===== src/reset_init_cfg.svh =====
// timing counts and reset values of the reset-state initialiser
`ifndef RESET_INIT_CFG_SVH
`define RESET_INIT_CFG_SVH
`define RI_CLK_MHZ         125
`define RI_STRETCH_NS      40
`define RI_STRETCH_CYC     ((`RI_STRETCH_NS * `RI_CLK_MHZ + 999) / 1000)
`define RI_BYTE_CLEAR      8'h00
`define RI_INTC0_CLEAR     7'h00
`define RI_TIMER_OFF       4'h0
`define RI_PORT_INPUT      8'hff
`define RI_STACK_TOP_IDX   0
`endif


===== src/reset_init_pkg.sv =====
// types shared by the reset-state initialiser
package reset_init_pkg;
    // reset cause chosen for a pending initialisation
    typedef enum logic [2:0] {
        CAUSE_NONE  = 3'h0,
        CAUSE_POR   = 3'h1,
        CAUSE_LVR   = 3'h3,
        CAUSE_WDT_N = 3'h2,
        CAUSE_WDT_S = 3'h6
    } cause_t;
    // sequencer states, gray along idle -> apply -> hold
    typedef enum logic [1:0] {
        ST_IDLE  = 2'h0,
        ST_APPLY = 2'h1,
        ST_HOLD  = 2'h3
    } state_t;
endpackage : reset_init_pkg


===== src/reset_state_initializer.sv =====
// reset-state initialiser: picks reset cause, updates status flags, forces cpu state
`include "reset_init_cfg.svh"
module reset_state_initializer
    import reset_init_pkg::*;
#(
    parameter int PORT_BITS  = 8,
    parameter int TIMERS     = 4,
    parameter int SP_BITS    = 4,
    parameter int HOLD_CYC   = `RI_STRETCH_CYC
) (
    input  wire logic                 CLK_SYS,
    input  wire logic                 ARST_N,
    input  wire logic                 POR_REQ,
    input  wire logic                 LVR_REQ,
    input  wire logic                 WDT_REQ,
    input  wire logic                 LOW_POWER_MODE,
    input  wire logic                 SLEEP_ENTRY,
    input  wire logic                 WDT_CLEAR_INSTR,
    output logic                      CPU_RESET,
    output logic                      WATCHDOG_TIMEOUT_FLAG,
    output logic                      POWER_DOWN_FLAG,
    output logic                      PC_CLEAR,
    output logic                      SP_CLEAR,
    output logic [SP_BITS-1:0]        SP_VALUE,
    output logic                      PROGRAM_COUNTER_LOW_BYTE_CLEAR,
    output logic                      MEMORY_POINTER_CLEAR,
    output logic                      INT_DISABLE_ALL,
    output logic                      WDT_TB_CLEAR,
    output logic                      WDT_RUN,
    output logic [TIMERS-1:0]         TIMER_ENABLE_FORCE_OFF,
    output logic [PORT_BITS-1:0]      PORT_DIR_INPUT,
    output logic                      PERIPH_DEFAULTS_LOAD,
    output logic [2:0]                RESET_CAUSE
);
    // refuse widths the force vectors cannot carry
    if (PORT_BITS < 1 || TIMERS < 1 || SP_BITS < 1) begin : g_bad_width
        $error("reset_state_initializer: bad width");
    end

    // every piece of state in one struct
    typedef struct packed {
        logic [2:0]           req_m;   // first sync stage of por, lvr, wdt
        logic [2:0]           req_s;   // second sync stage
        logic [2:0]           req_p;   // previous synced level, for edges
        logic [1:0]           lpm_m;   // low power mode sync
        logic [1:0]           lpm_s;
        state_t               st;
        cause_t               cause;
        logic                 to_flag;
        logic                 pd_flag;
        logic                 cpu_rst;
        logic                 pc_clr;
        logic                 sp_clr;
        logic [SP_BITS-1:0]   sp_val;
        logic                 pcl_clr;
        logic                 mp_clr;
        logic                 int_dis;
        logic                 wdt_clr;
        logic                 wdt_run;
        logic [TIMERS-1:0]    tmr_off;
        logic [PORT_BITS-1:0] port_in;
        logic                 periph_ld;
    } st_t;

    st_t  s_q;          // registered state
    st_t  s_d;          // next state
    logic hold_start;   // pulse starting the cpu hold
    logic hold_busy;    // cpu still held in reset

    // the reset hold runs off a small counter so the cpu sees a clean pulse
    reset_stretch #(
        .CYCLES (HOLD_CYC)
    ) u_stretch (
        .clk    (CLK_SYS),
        .arst_n (ARST_N),
        .start  (hold_start),
        .busy   (hold_busy)
    );

    // choose the strongest cause among new requests
    function automatic cause_t pick_cause(input logic [2:0] rise, input logic lpm);
        if (rise[0]) begin
            pick_cause = CAUSE_POR;
        end else if (rise[1]) begin
            pick_cause = CAUSE_LVR;
        end else if (rise[2]) begin
            pick_cause = lpm ? CAUSE_WDT_S : CAUSE_WDT_N;
        end else begin
            pick_cause = CAUSE_NONE;
        end
    endfunction : pick_cause

    logic [2:0] rise;   // rising edges of synced requests
    cause_t     c_new;  // cause seen this cycle

    // next-state logic
    always_comb begin
        s_d        = s_q;
        rise       = s_q.req_s & ~s_q.req_p;
        c_new      = pick_cause(rise, s_q.lpm_s[1]);
        hold_start = 1'b0;
        // detector requests come from analog blocks, so synchronise them
        s_d.req_m  = {WDT_REQ, LVR_REQ, POR_REQ};
        s_d.req_s  = s_q.req_m;
        s_d.req_p  = s_q.req_s;
        s_d.lpm_m  = {s_q.lpm_m[0], LOW_POWER_MODE};
        s_d.lpm_s  = {s_q.lpm_s[0], s_q.lpm_m[1]};
        // one-cycle strobes default low
        s_d.pc_clr    = 1'b0;
        s_d.sp_clr    = 1'b0;
        s_d.pcl_clr   = 1'b0;
        s_d.mp_clr    = 1'b0;
        s_d.wdt_clr   = 1'b0;
        s_d.periph_ld = 1'b0;
        // status flag updates by ordinary operation
        if (SLEEP_ENTRY) begin
            s_d.pd_flag = 1'b1;
            s_d.to_flag = 1'b0;
        end else if (WDT_CLEAR_INSTR) begin
            s_d.pd_flag = 1'b0;
            s_d.to_flag = 1'b0;
        end
        case (s_q.st)
            ST_IDLE: begin
                // a new cause starts apply; a flag change the same cycle still takes effect
                if (c_new != CAUSE_NONE) begin
                    s_d.cause = c_new;
                    s_d.st    = ST_APPLY;
                end
            end
            ST_APPLY: begin
                hold_start  = 1'b1;
                s_d.cpu_rst = 1'b1;
                s_d.pc_clr  = 1'b1;
                s_d.sp_clr  = 1'b1;
                s_d.pcl_clr = 1'b1;
                s_d.st      = ST_HOLD;
                case (s_q.cause)
                    CAUSE_POR: begin
                        s_d.to_flag   = 1'b0;
                        s_d.pd_flag   = 1'b0;
                        s_d.mp_clr    = 1'b1;
                        s_d.int_dis   = 1'b1;
                        s_d.wdt_clr   = 1'b1;
                        s_d.wdt_run   = 1'b1;
                        s_d.tmr_off   = '1;
                        s_d.port_in   = '1;
                        s_d.sp_val    = SP_BITS'(`RI_STACK_TOP_IDX);
                        s_d.periph_ld = 1'b1;
                    end
                    CAUSE_LVR, CAUSE_WDT_N: begin
                        // normal watchdog reset matches low voltage, plus timeout
                        s_d.to_flag   = (s_q.cause == CAUSE_WDT_N) ? 1'b1 : s_q.to_flag;
                        s_d.mp_clr    = 1'b1;
                        s_d.int_dis   = 1'b1;
                        s_d.wdt_run   = 1'b1;
                        s_d.tmr_off   = '1;
                        s_d.port_in   = '1;
                        s_d.sp_val    = SP_BITS'(`RI_STACK_TOP_IDX);
                        s_d.periph_ld = 1'b1;
                    end
                    CAUSE_WDT_S: begin
                        // pointers, ports, timers kept; only pc and sp restart
                        s_d.to_flag = 1'b1;
                        s_d.pd_flag = 1'b1;
                        s_d.sp_val  = SP_BITS'(`RI_STACK_TOP_IDX);
                    end
                    default: begin
                        s_d.st = ST_IDLE;
                    end
                endcase
            end
            ST_HOLD: begin
                // any new cause, stronger or not, restarts the sequence
                if (c_new != CAUSE_NONE) begin
                    s_d.cause = c_new;
                    s_d.st    = ST_APPLY;
                end else if (!hold_busy) begin
                    s_d.cpu_rst = 1'b0;
                    s_d.int_dis = 1'b0;
                    s_d.tmr_off = '0;
                    s_d.port_in = '0;
                    s_d.st      = ST_IDLE;
                end
            end
            default: begin
                s_d.st = ST_IDLE;
            end
        endcase
    end

    // state register; cold start behaves as a pending power-on
    always_ff @(posedge CLK_SYS or negedge ARST_N) begin
        if (!ARST_N) begin
            s_q         <= '0;
            s_q.st      <= ST_APPLY;
            s_q.cause   <= CAUSE_POR;
            s_q.cpu_rst <= 1'b1;
            s_q.int_dis <= 1'b1;
            s_q.tmr_off <= '1;
            s_q.port_in <= '1;
        end else begin
            s_q <= s_d;
        end
    end

    // outputs straight from the state register
    always_comb begin
        CPU_RESET                      = s_q.cpu_rst;
        WATCHDOG_TIMEOUT_FLAG          = s_q.to_flag;
        POWER_DOWN_FLAG                = s_q.pd_flag;
        PC_CLEAR                       = s_q.pc_clr;
        SP_CLEAR                       = s_q.sp_clr;
        SP_VALUE                       = s_q.sp_val;
        PROGRAM_COUNTER_LOW_BYTE_CLEAR = s_q.pcl_clr;
        MEMORY_POINTER_CLEAR           = s_q.mp_clr;
        INT_DISABLE_ALL                = s_q.int_dis;
        WDT_TB_CLEAR                   = s_q.wdt_clr;
        WDT_RUN                        = s_q.wdt_run;
        TIMER_ENABLE_FORCE_OFF         = s_q.tmr_off;
        PORT_DIR_INPUT                 = s_q.port_in;
        PERIPH_DEFAULTS_LOAD           = s_q.periph_ld;
        RESET_CAUSE                    = s_q.cause;
    end
endmodule : reset_state_initializer


===== src/reset_stretch.sv =====
// stretches one reset strobe into a counted hold pulse
module reset_stretch #(
    parameter int CYCLES = 5
) (
    input  wire logic clk,
    input  wire logic arst_n,
    input  wire logic start,
    output logic      busy
);
    typedef struct packed {
        logic [7:0] cnt;
        logic       busy;
    } st_t;

    st_t s_q;  // registered state
    st_t s_d;  // next state

    // the counter is eight bits wide, so longer holds cannot be served
    if (CYCLES < 1 || CYCLES > 255) begin : g_bad_cycles
        $error("reset_stretch: CYCLES out of range");
    end

    // count down while busy, reload on start
    always_comb begin
        s_d = s_q;
        if (start) begin
            s_d.cnt  = 8'(CYCLES);
            s_d.busy = 1'b1;
        end else if (s_q.cnt != 8'h00) begin
            s_d.cnt  = s_q.cnt - 8'h01;
            s_d.busy = (s_q.cnt != 8'h01);
        end
    end

    // state register
    always_ff @(posedge clk or negedge arst_n) begin
        if (!arst_n) begin
            s_q <= '0;
        end else begin
            s_q <= s_d;
        end
    end

    assign busy = s_q.busy;
endmodule : reset_stretch


===== config.mk =====
export PLATFORM = sky130hd
export DESIGN_NAME = reset_state_initializer
export DESIGN_NICKNAME = d
export VERILOG_FILES = /design/src/reset_init_pkg.sv /design/src/reset_state_initializer.sv /design/src/reset_stretch.sv
export VERILOG_INCLUDE_DIRS = /design/src /design/src/src
export SDC_FILE = /design/constraint.sdc
export NUM_CORES = 1
export LEC_CHECK = 0
export BUFFER_PORTS_ARGS = -buffer_cell sky130_fd_sc_hd__buf_4
export CORE_MARGIN = 2
export CORE_UTILIZATION = 47
export DETAILED_ROUTE_END_ITERATION = 8
export PLACE_DENSITY = 0.71
export SYNTH_ARGS = -nofsm -noshare
export SYNTH_HDL_FRONTEND = slang
export SYNTH_HIERARCHICAL = 1
export SYNTH_SLANG_ARGS = --single-unit
export TNS_END_PERCENT = 30

===== constraint.sdc =====
create_clock -name CLK_SYS -period 2.3 [get_ports CLK_SYS]
set_input_delay 0.115 -clock CLK_SYS [delete_from_list [all_inputs] [get_ports CLK_SYS]]
set_output_delay 0.115 -clock CLK_SYS [all_outputs]
set_load 0.03 [all_outputs]

* Word-level counts from Yosys, hierarchy flattened
Index checks and enable logic that the tools add are counted.
Storage, ports and cells: register bits 50, bits of input ports 8
Operators by class: $add $sub $neg 1, equal/unequal tests 14, mux-type cells 33, bitwise gates (word level) 2, reduce and logical (&&, ||, !) cells 14
Operator list (number):
- $mux 12 | 2
- $pmux 12 s2 | 1
- $mux 9 | 2
- $mux 2 | 8
- $mux 3 | 5
- $mux 14 | 1
- $ne 2x2->1 const B | 5
- $mux 8 | 1
- $ne 8x1->1 const B | 1
- $reduce_bool 8->1 | 1
- $sub 8x1->8 const B | 1
- $eq 3x2->1 const B | 2
- $mux 1 | 6
- $ne 3x3->1 const B | 2
- $pmux 1 s2 | 3
- $pmux 2 s3 | 1
- $pmux 3 s2 | 1
- $reduce_and 3->1 | 2
- $reduce_bool 2->1 | 3
- $mux 5 | 1
- $reduce_and 2->1 | 2
- $reduce_and 4->1 | 1
- $reduce_or 4->1 | 1
- $and 3x3->3 | 1
- 10 further kinds | 10

* Logic depth before layout (Yosys ltp)
depth in word-level cells 8, depth in mapped cells 6, mapped depth without buffers 6

* Cells and area by module
Netlist, hierarchy kept.
Modules (own cells, without submodules):
- reset_state_initializer | instances 1, cells each 99, area an instance 1144.8 µm², seq. area each 655.6 µm²
- reset_stretch | instances 1, cells each 52, area an instance 518.0 µm², seq. area each 225.2 µm²

* Worst setup path after synthesis
No wires, ideal clock.
path kind register to register, from register u_stretch/s_q[4] in the netlist's numbering, to register u_stretch/s_q[2] in the netlist's numbering, library setup time 87 ps, data arrival time 1534 ps, data required time 2213 ps, path slack 680 ps, stages on the path, launching flop included 5, path buffers 0, period minus slack after synthesis 1620 ps, cell sequence dfrtp_1 or4_4 nor3_4 nor2b_1 a211oi_2
Between the ends: word-level cells in the longest chain between the ends 2
RTL lines:
- start: declaration | line reset_stretch.sv:15 | st_t s_q;
- start signal: assignment | line reset_stretch.sv:38 | s_q <= '0;
- start signal: assignment | line reset_stretch.sv:40 | s_q <= s_d;
- $reduce_bool 8->1 | line reset_stretch.sv:29 | end else if (s_q.cnt != 8'h00) begin
- $reduce_bool 2->1 (no line)
Every way passes these cells. A chain may end at the register's enable or synchronous reset.

* Final worst setup path
Ends and elaborated chain as after synthesis.

==> impl_metrics.env <==
export IMPL_diodes=0
export IMPL_end_kind="flip-flop"
export IMPL_grt_use_total=0.147
export IMPL_cp_cell_sequence="or4_4 -> nor3_4 -> nor2b_1 -> a211oi_2"
export IMPL_worstPathRequired_ps=2570
export IMPL_outcome="finished clean"
export IMPL_leakage_nw=0.838
export IMPL_ir_worst_vdd_mv=0.400
export IMPL_via_count=1096
export IMPL_yosysTopAreaCell="dfrtp_1"
export IMPL_yosys_warnings=6
export IMPL_cp_slowest_cell="or4_4"
export IMPL_async_reset_ff_frac=1.00
export IMPL_yosysMostFrequentCell="dfrtp_1"
export IMPL_ioPinCount=38
export IMPL_ys_seq_area_frac=0.530
export IMPL_antenna_found_initial=0
export IMPL_crit_buf_inv=0
export IMPL_detail_route_antenna_nets=0
export IMPL_critPathArrivalTime_ps=2040
export IMPL_path_max_fanout=8
export IMPL_initial_utilization=0.494
export IMPL_min_path_cells=3
export IMPL_num_rows=21
export IMPL_drv_cap=0
export IMPL_path_class="flip-flop to flip-flop"
export IMPL_use_met2=0.243
export IMPL_dr_pass1_iters=5
export IMPL_reg2reg_depth=4
export IMPL_skew_ps=7.28
export IMPL_drv_slew=0
export IMPL_area_growth_syn_to_layout_pct=14.4
export IMPL_fp_dieW_um=63.5
export IMPL_power_density_mw_per_mm2=1240
export IMPL_numPortBuffers=33
export IMPL_syn_cell_area_sq_mm=0.00166
export IMPL_syn_avg_cell_area_sq_um=11.0
export IMPL_synth_edff_count=0
export IMPL_final_setup_tns_ps=0
export IMPL_yosys_most_used_dff="dfrtp_1"
export IMPL_gp_congestion=0.759
export IMPL_final_nets=185
export IMPL_min_period_ps=1770
export IMPL_via_per_inst=4.96
export IMPL_clock_latency_ps=340
export IMPL_core_sq_mm=0.00336
export IMPL_die_h_um=63.5
export IMPL_cpPeakStageDelay_ps=590
export IMPL_synth_cells=151
export IMPL_wl_mm=2.62
export IMPL_wl_per_cell_um=11.8
export IMPL_cts_setup_buffers=0
export IMPL_tritoncts="yes"
export IMPL_ys_ff_latch=35
export IMPL_holdWs_ps=45.5
export IMPL_grt_pass1_wl_mm=4.51
export IMPL_h_tree_depth=2
export IMPL_cts_root_buf="clkbuf_4"
export IMPL_yosys_top_cells_area="dfrtp_1, buf_4, dfstp_2"
export IMPL_fmax_mhz=566
export IMPL_die_area_sq_mm=0.00403
export IMPL_setup_viol=0
export IMPL_cp_depth=4
export IMPL_clock_sinks=35
export IMPL_grtUsageMet1=0.165
export IMPL_clockBufferDepth=2
export IMPL_synth_commonest_cells="dfrtp_1, buf_4, nor2_1"
export IMPL_route_detailed_drc=0
export IMPL_yosys_cell_types_count=44
export IMPL_cp_top_family="simple AND/OR/NAND/NOR gates"
export IMPL_critPathLaunchType="flip-flop"
export IMPL_grt_pass1_vias=1029
export IMPL_hold_viol=0
export IMPL_grt_overflow=0
export IMPL_cts_buffers=5
export IMPL_rsz0062_at_grt="no"
export IMPL_synth_top_area_frac=0.467
export IMPL_grt_max_degree=36
export IMPL_drive_above_1_share=0.303
export IMPL_hold_class="input pin to flip-flop"
export IMPL_path_clk_slew_ps=110
export IMPL_drtIter0Drc=81
export IMPL_top_usage_layer="met2"
export IMPL_dp_hpwl_mm=1.80
export IMPL_met3_usage=0.0571
export IMPL_fin_crit_sh=0.769
## sequential cells by signal, indices dropped and copies added (netlist names)
register                flops
CPU_RESET                   1
PC_CLEAR                    1
WATCHDOG_TIMEOUT_FLAG       1
RESET_CAUSE                 3
POWER_DOWN_FLAG             1
u_stretch/s_q               8
s_q                         6
WDT_TB_CLEAR                1
u_stretch/busy              1
s_d                         9
WDT_RUN                     1
TIMER_ENABLE_FORCE_OFF      1
MEMORY_POINTER_CLEAR        1
## layout make-up
| type | count | area, sq um |
|---|---|---|
| sequential | 35 | 881 |
| clock inverter | 3 | 20.0 |
| tap | 46 | 57.6 |
| inverter | 7 | 26.3 |
| multi-input combinational | 87 | 583 |
| clock buffer | 5 | 37.5 |
| fill | 301 | 1460 |
| timing repair buffer | 38 | 298 |
## cell usage in the layout, fill, tap and decap left out, drive strengths merged, types with 3 or more instances in the layout
master        n
nor3          3
dfstp         4
nand2         4
ha            3
inv           7
xnor2         3
a21oi         4
dlygate4sd3   5
dfrtp        31
nor2b         7
o31ai         3
o21ai         4
clkbuf        5
nor2         13
nor4          3
conb          4
nand2b        8
buf          33
## power breakdown
group | switching [W] | leakage [nW] | internal (W)
Clock | 0.000215 | 0.0272 | 0.000117
Combinational | 0.000614 | 0.396 | 0.000433
Sequential | 0.000192 | 0.415 | 0.000793
## kinds of logic (layout without fill, tap and decap cells)
| logic type | count (synthesis) | after routing | synth area share |
|---|---|---|---|
| adders and majority gates | 3 | 3 | 0.0226 |
| AOI/OAI and AO/OA | 26 | 26 | 0.114 |
| xor gates and xnor gates | 5 | 5 | 0.0263 |
| DFF | 35 | 35 | 0.530 |
| muxes | 1 | 1 | 0.00602 |
| buffers and inverters | 32 | 53 | 0.126 |
| other | 1 | 4 | 0.00226 |
| and+or+nand+nor | 48 | 48 | 0.173 |
## worst reg2reg max path, delay by kind of cell, from the launching register on
| kind | cells | cell delay (ps) |
|---|---|---|
| flip-flops | 1 | 420 |
| AND/OR/NAND/NOR | 3 | 1050 |
| AO/OA/AOI/OAI | 1 | 210 |
## through the flow
| step | instances | util | instance area [sq um] | total power (W) | setup slack, ps |
|---|---|---|---|---|---|
| after floorplan | 154 | - | 1670 | 0.00183 | 680 |
| after global placement | 208 | 0.534 | 1800 | 0.00200 | 631 |
| after detailed placement | 208 | 0.534 | 1800 | 0.00204 | 573 |
| after CTS | 221 | 0.566 | 1900 | 0.00239 | 543 |
| after global routing | 221 | 0.566 | 1900 | 0.00254 | 495 |
| final | 221 | 0.566 | 1900 | 0.00236 | 532 |
## final timing paths
path,from,end,slack (ps)
min in group asynchronous,ARST_N,WDT_TB_CLEAR,230
min,SLEEP_ENTRY,POWER_DOWN_FLAG,50
min reg2reg,s_d[32],s_d[33],360
max,u_stretch/s_q[4],u_stretch/s_q[2],530
max reg2reg,u_stretch/s_q[4],u_stretch/s_q[2],530
max in group asynchronous,ARST_N,RESET_CAUSE[0],1730
## layer usage
metal / up-vias / part of all wire
met5: - / 0
met4: 0 / 0.018
met3: 5 / 0.083
met2: 43 / 0.47
met1: 518 / 0.43
li1: 530 / -
## what timing repair did
action / CTS / global route
gates resized for setup: 0 / 0
hold buffers: 5 / 0
hold endpoints to repair: 35 / 0
No activity file was read; power rests on OpenSTA's default activity.
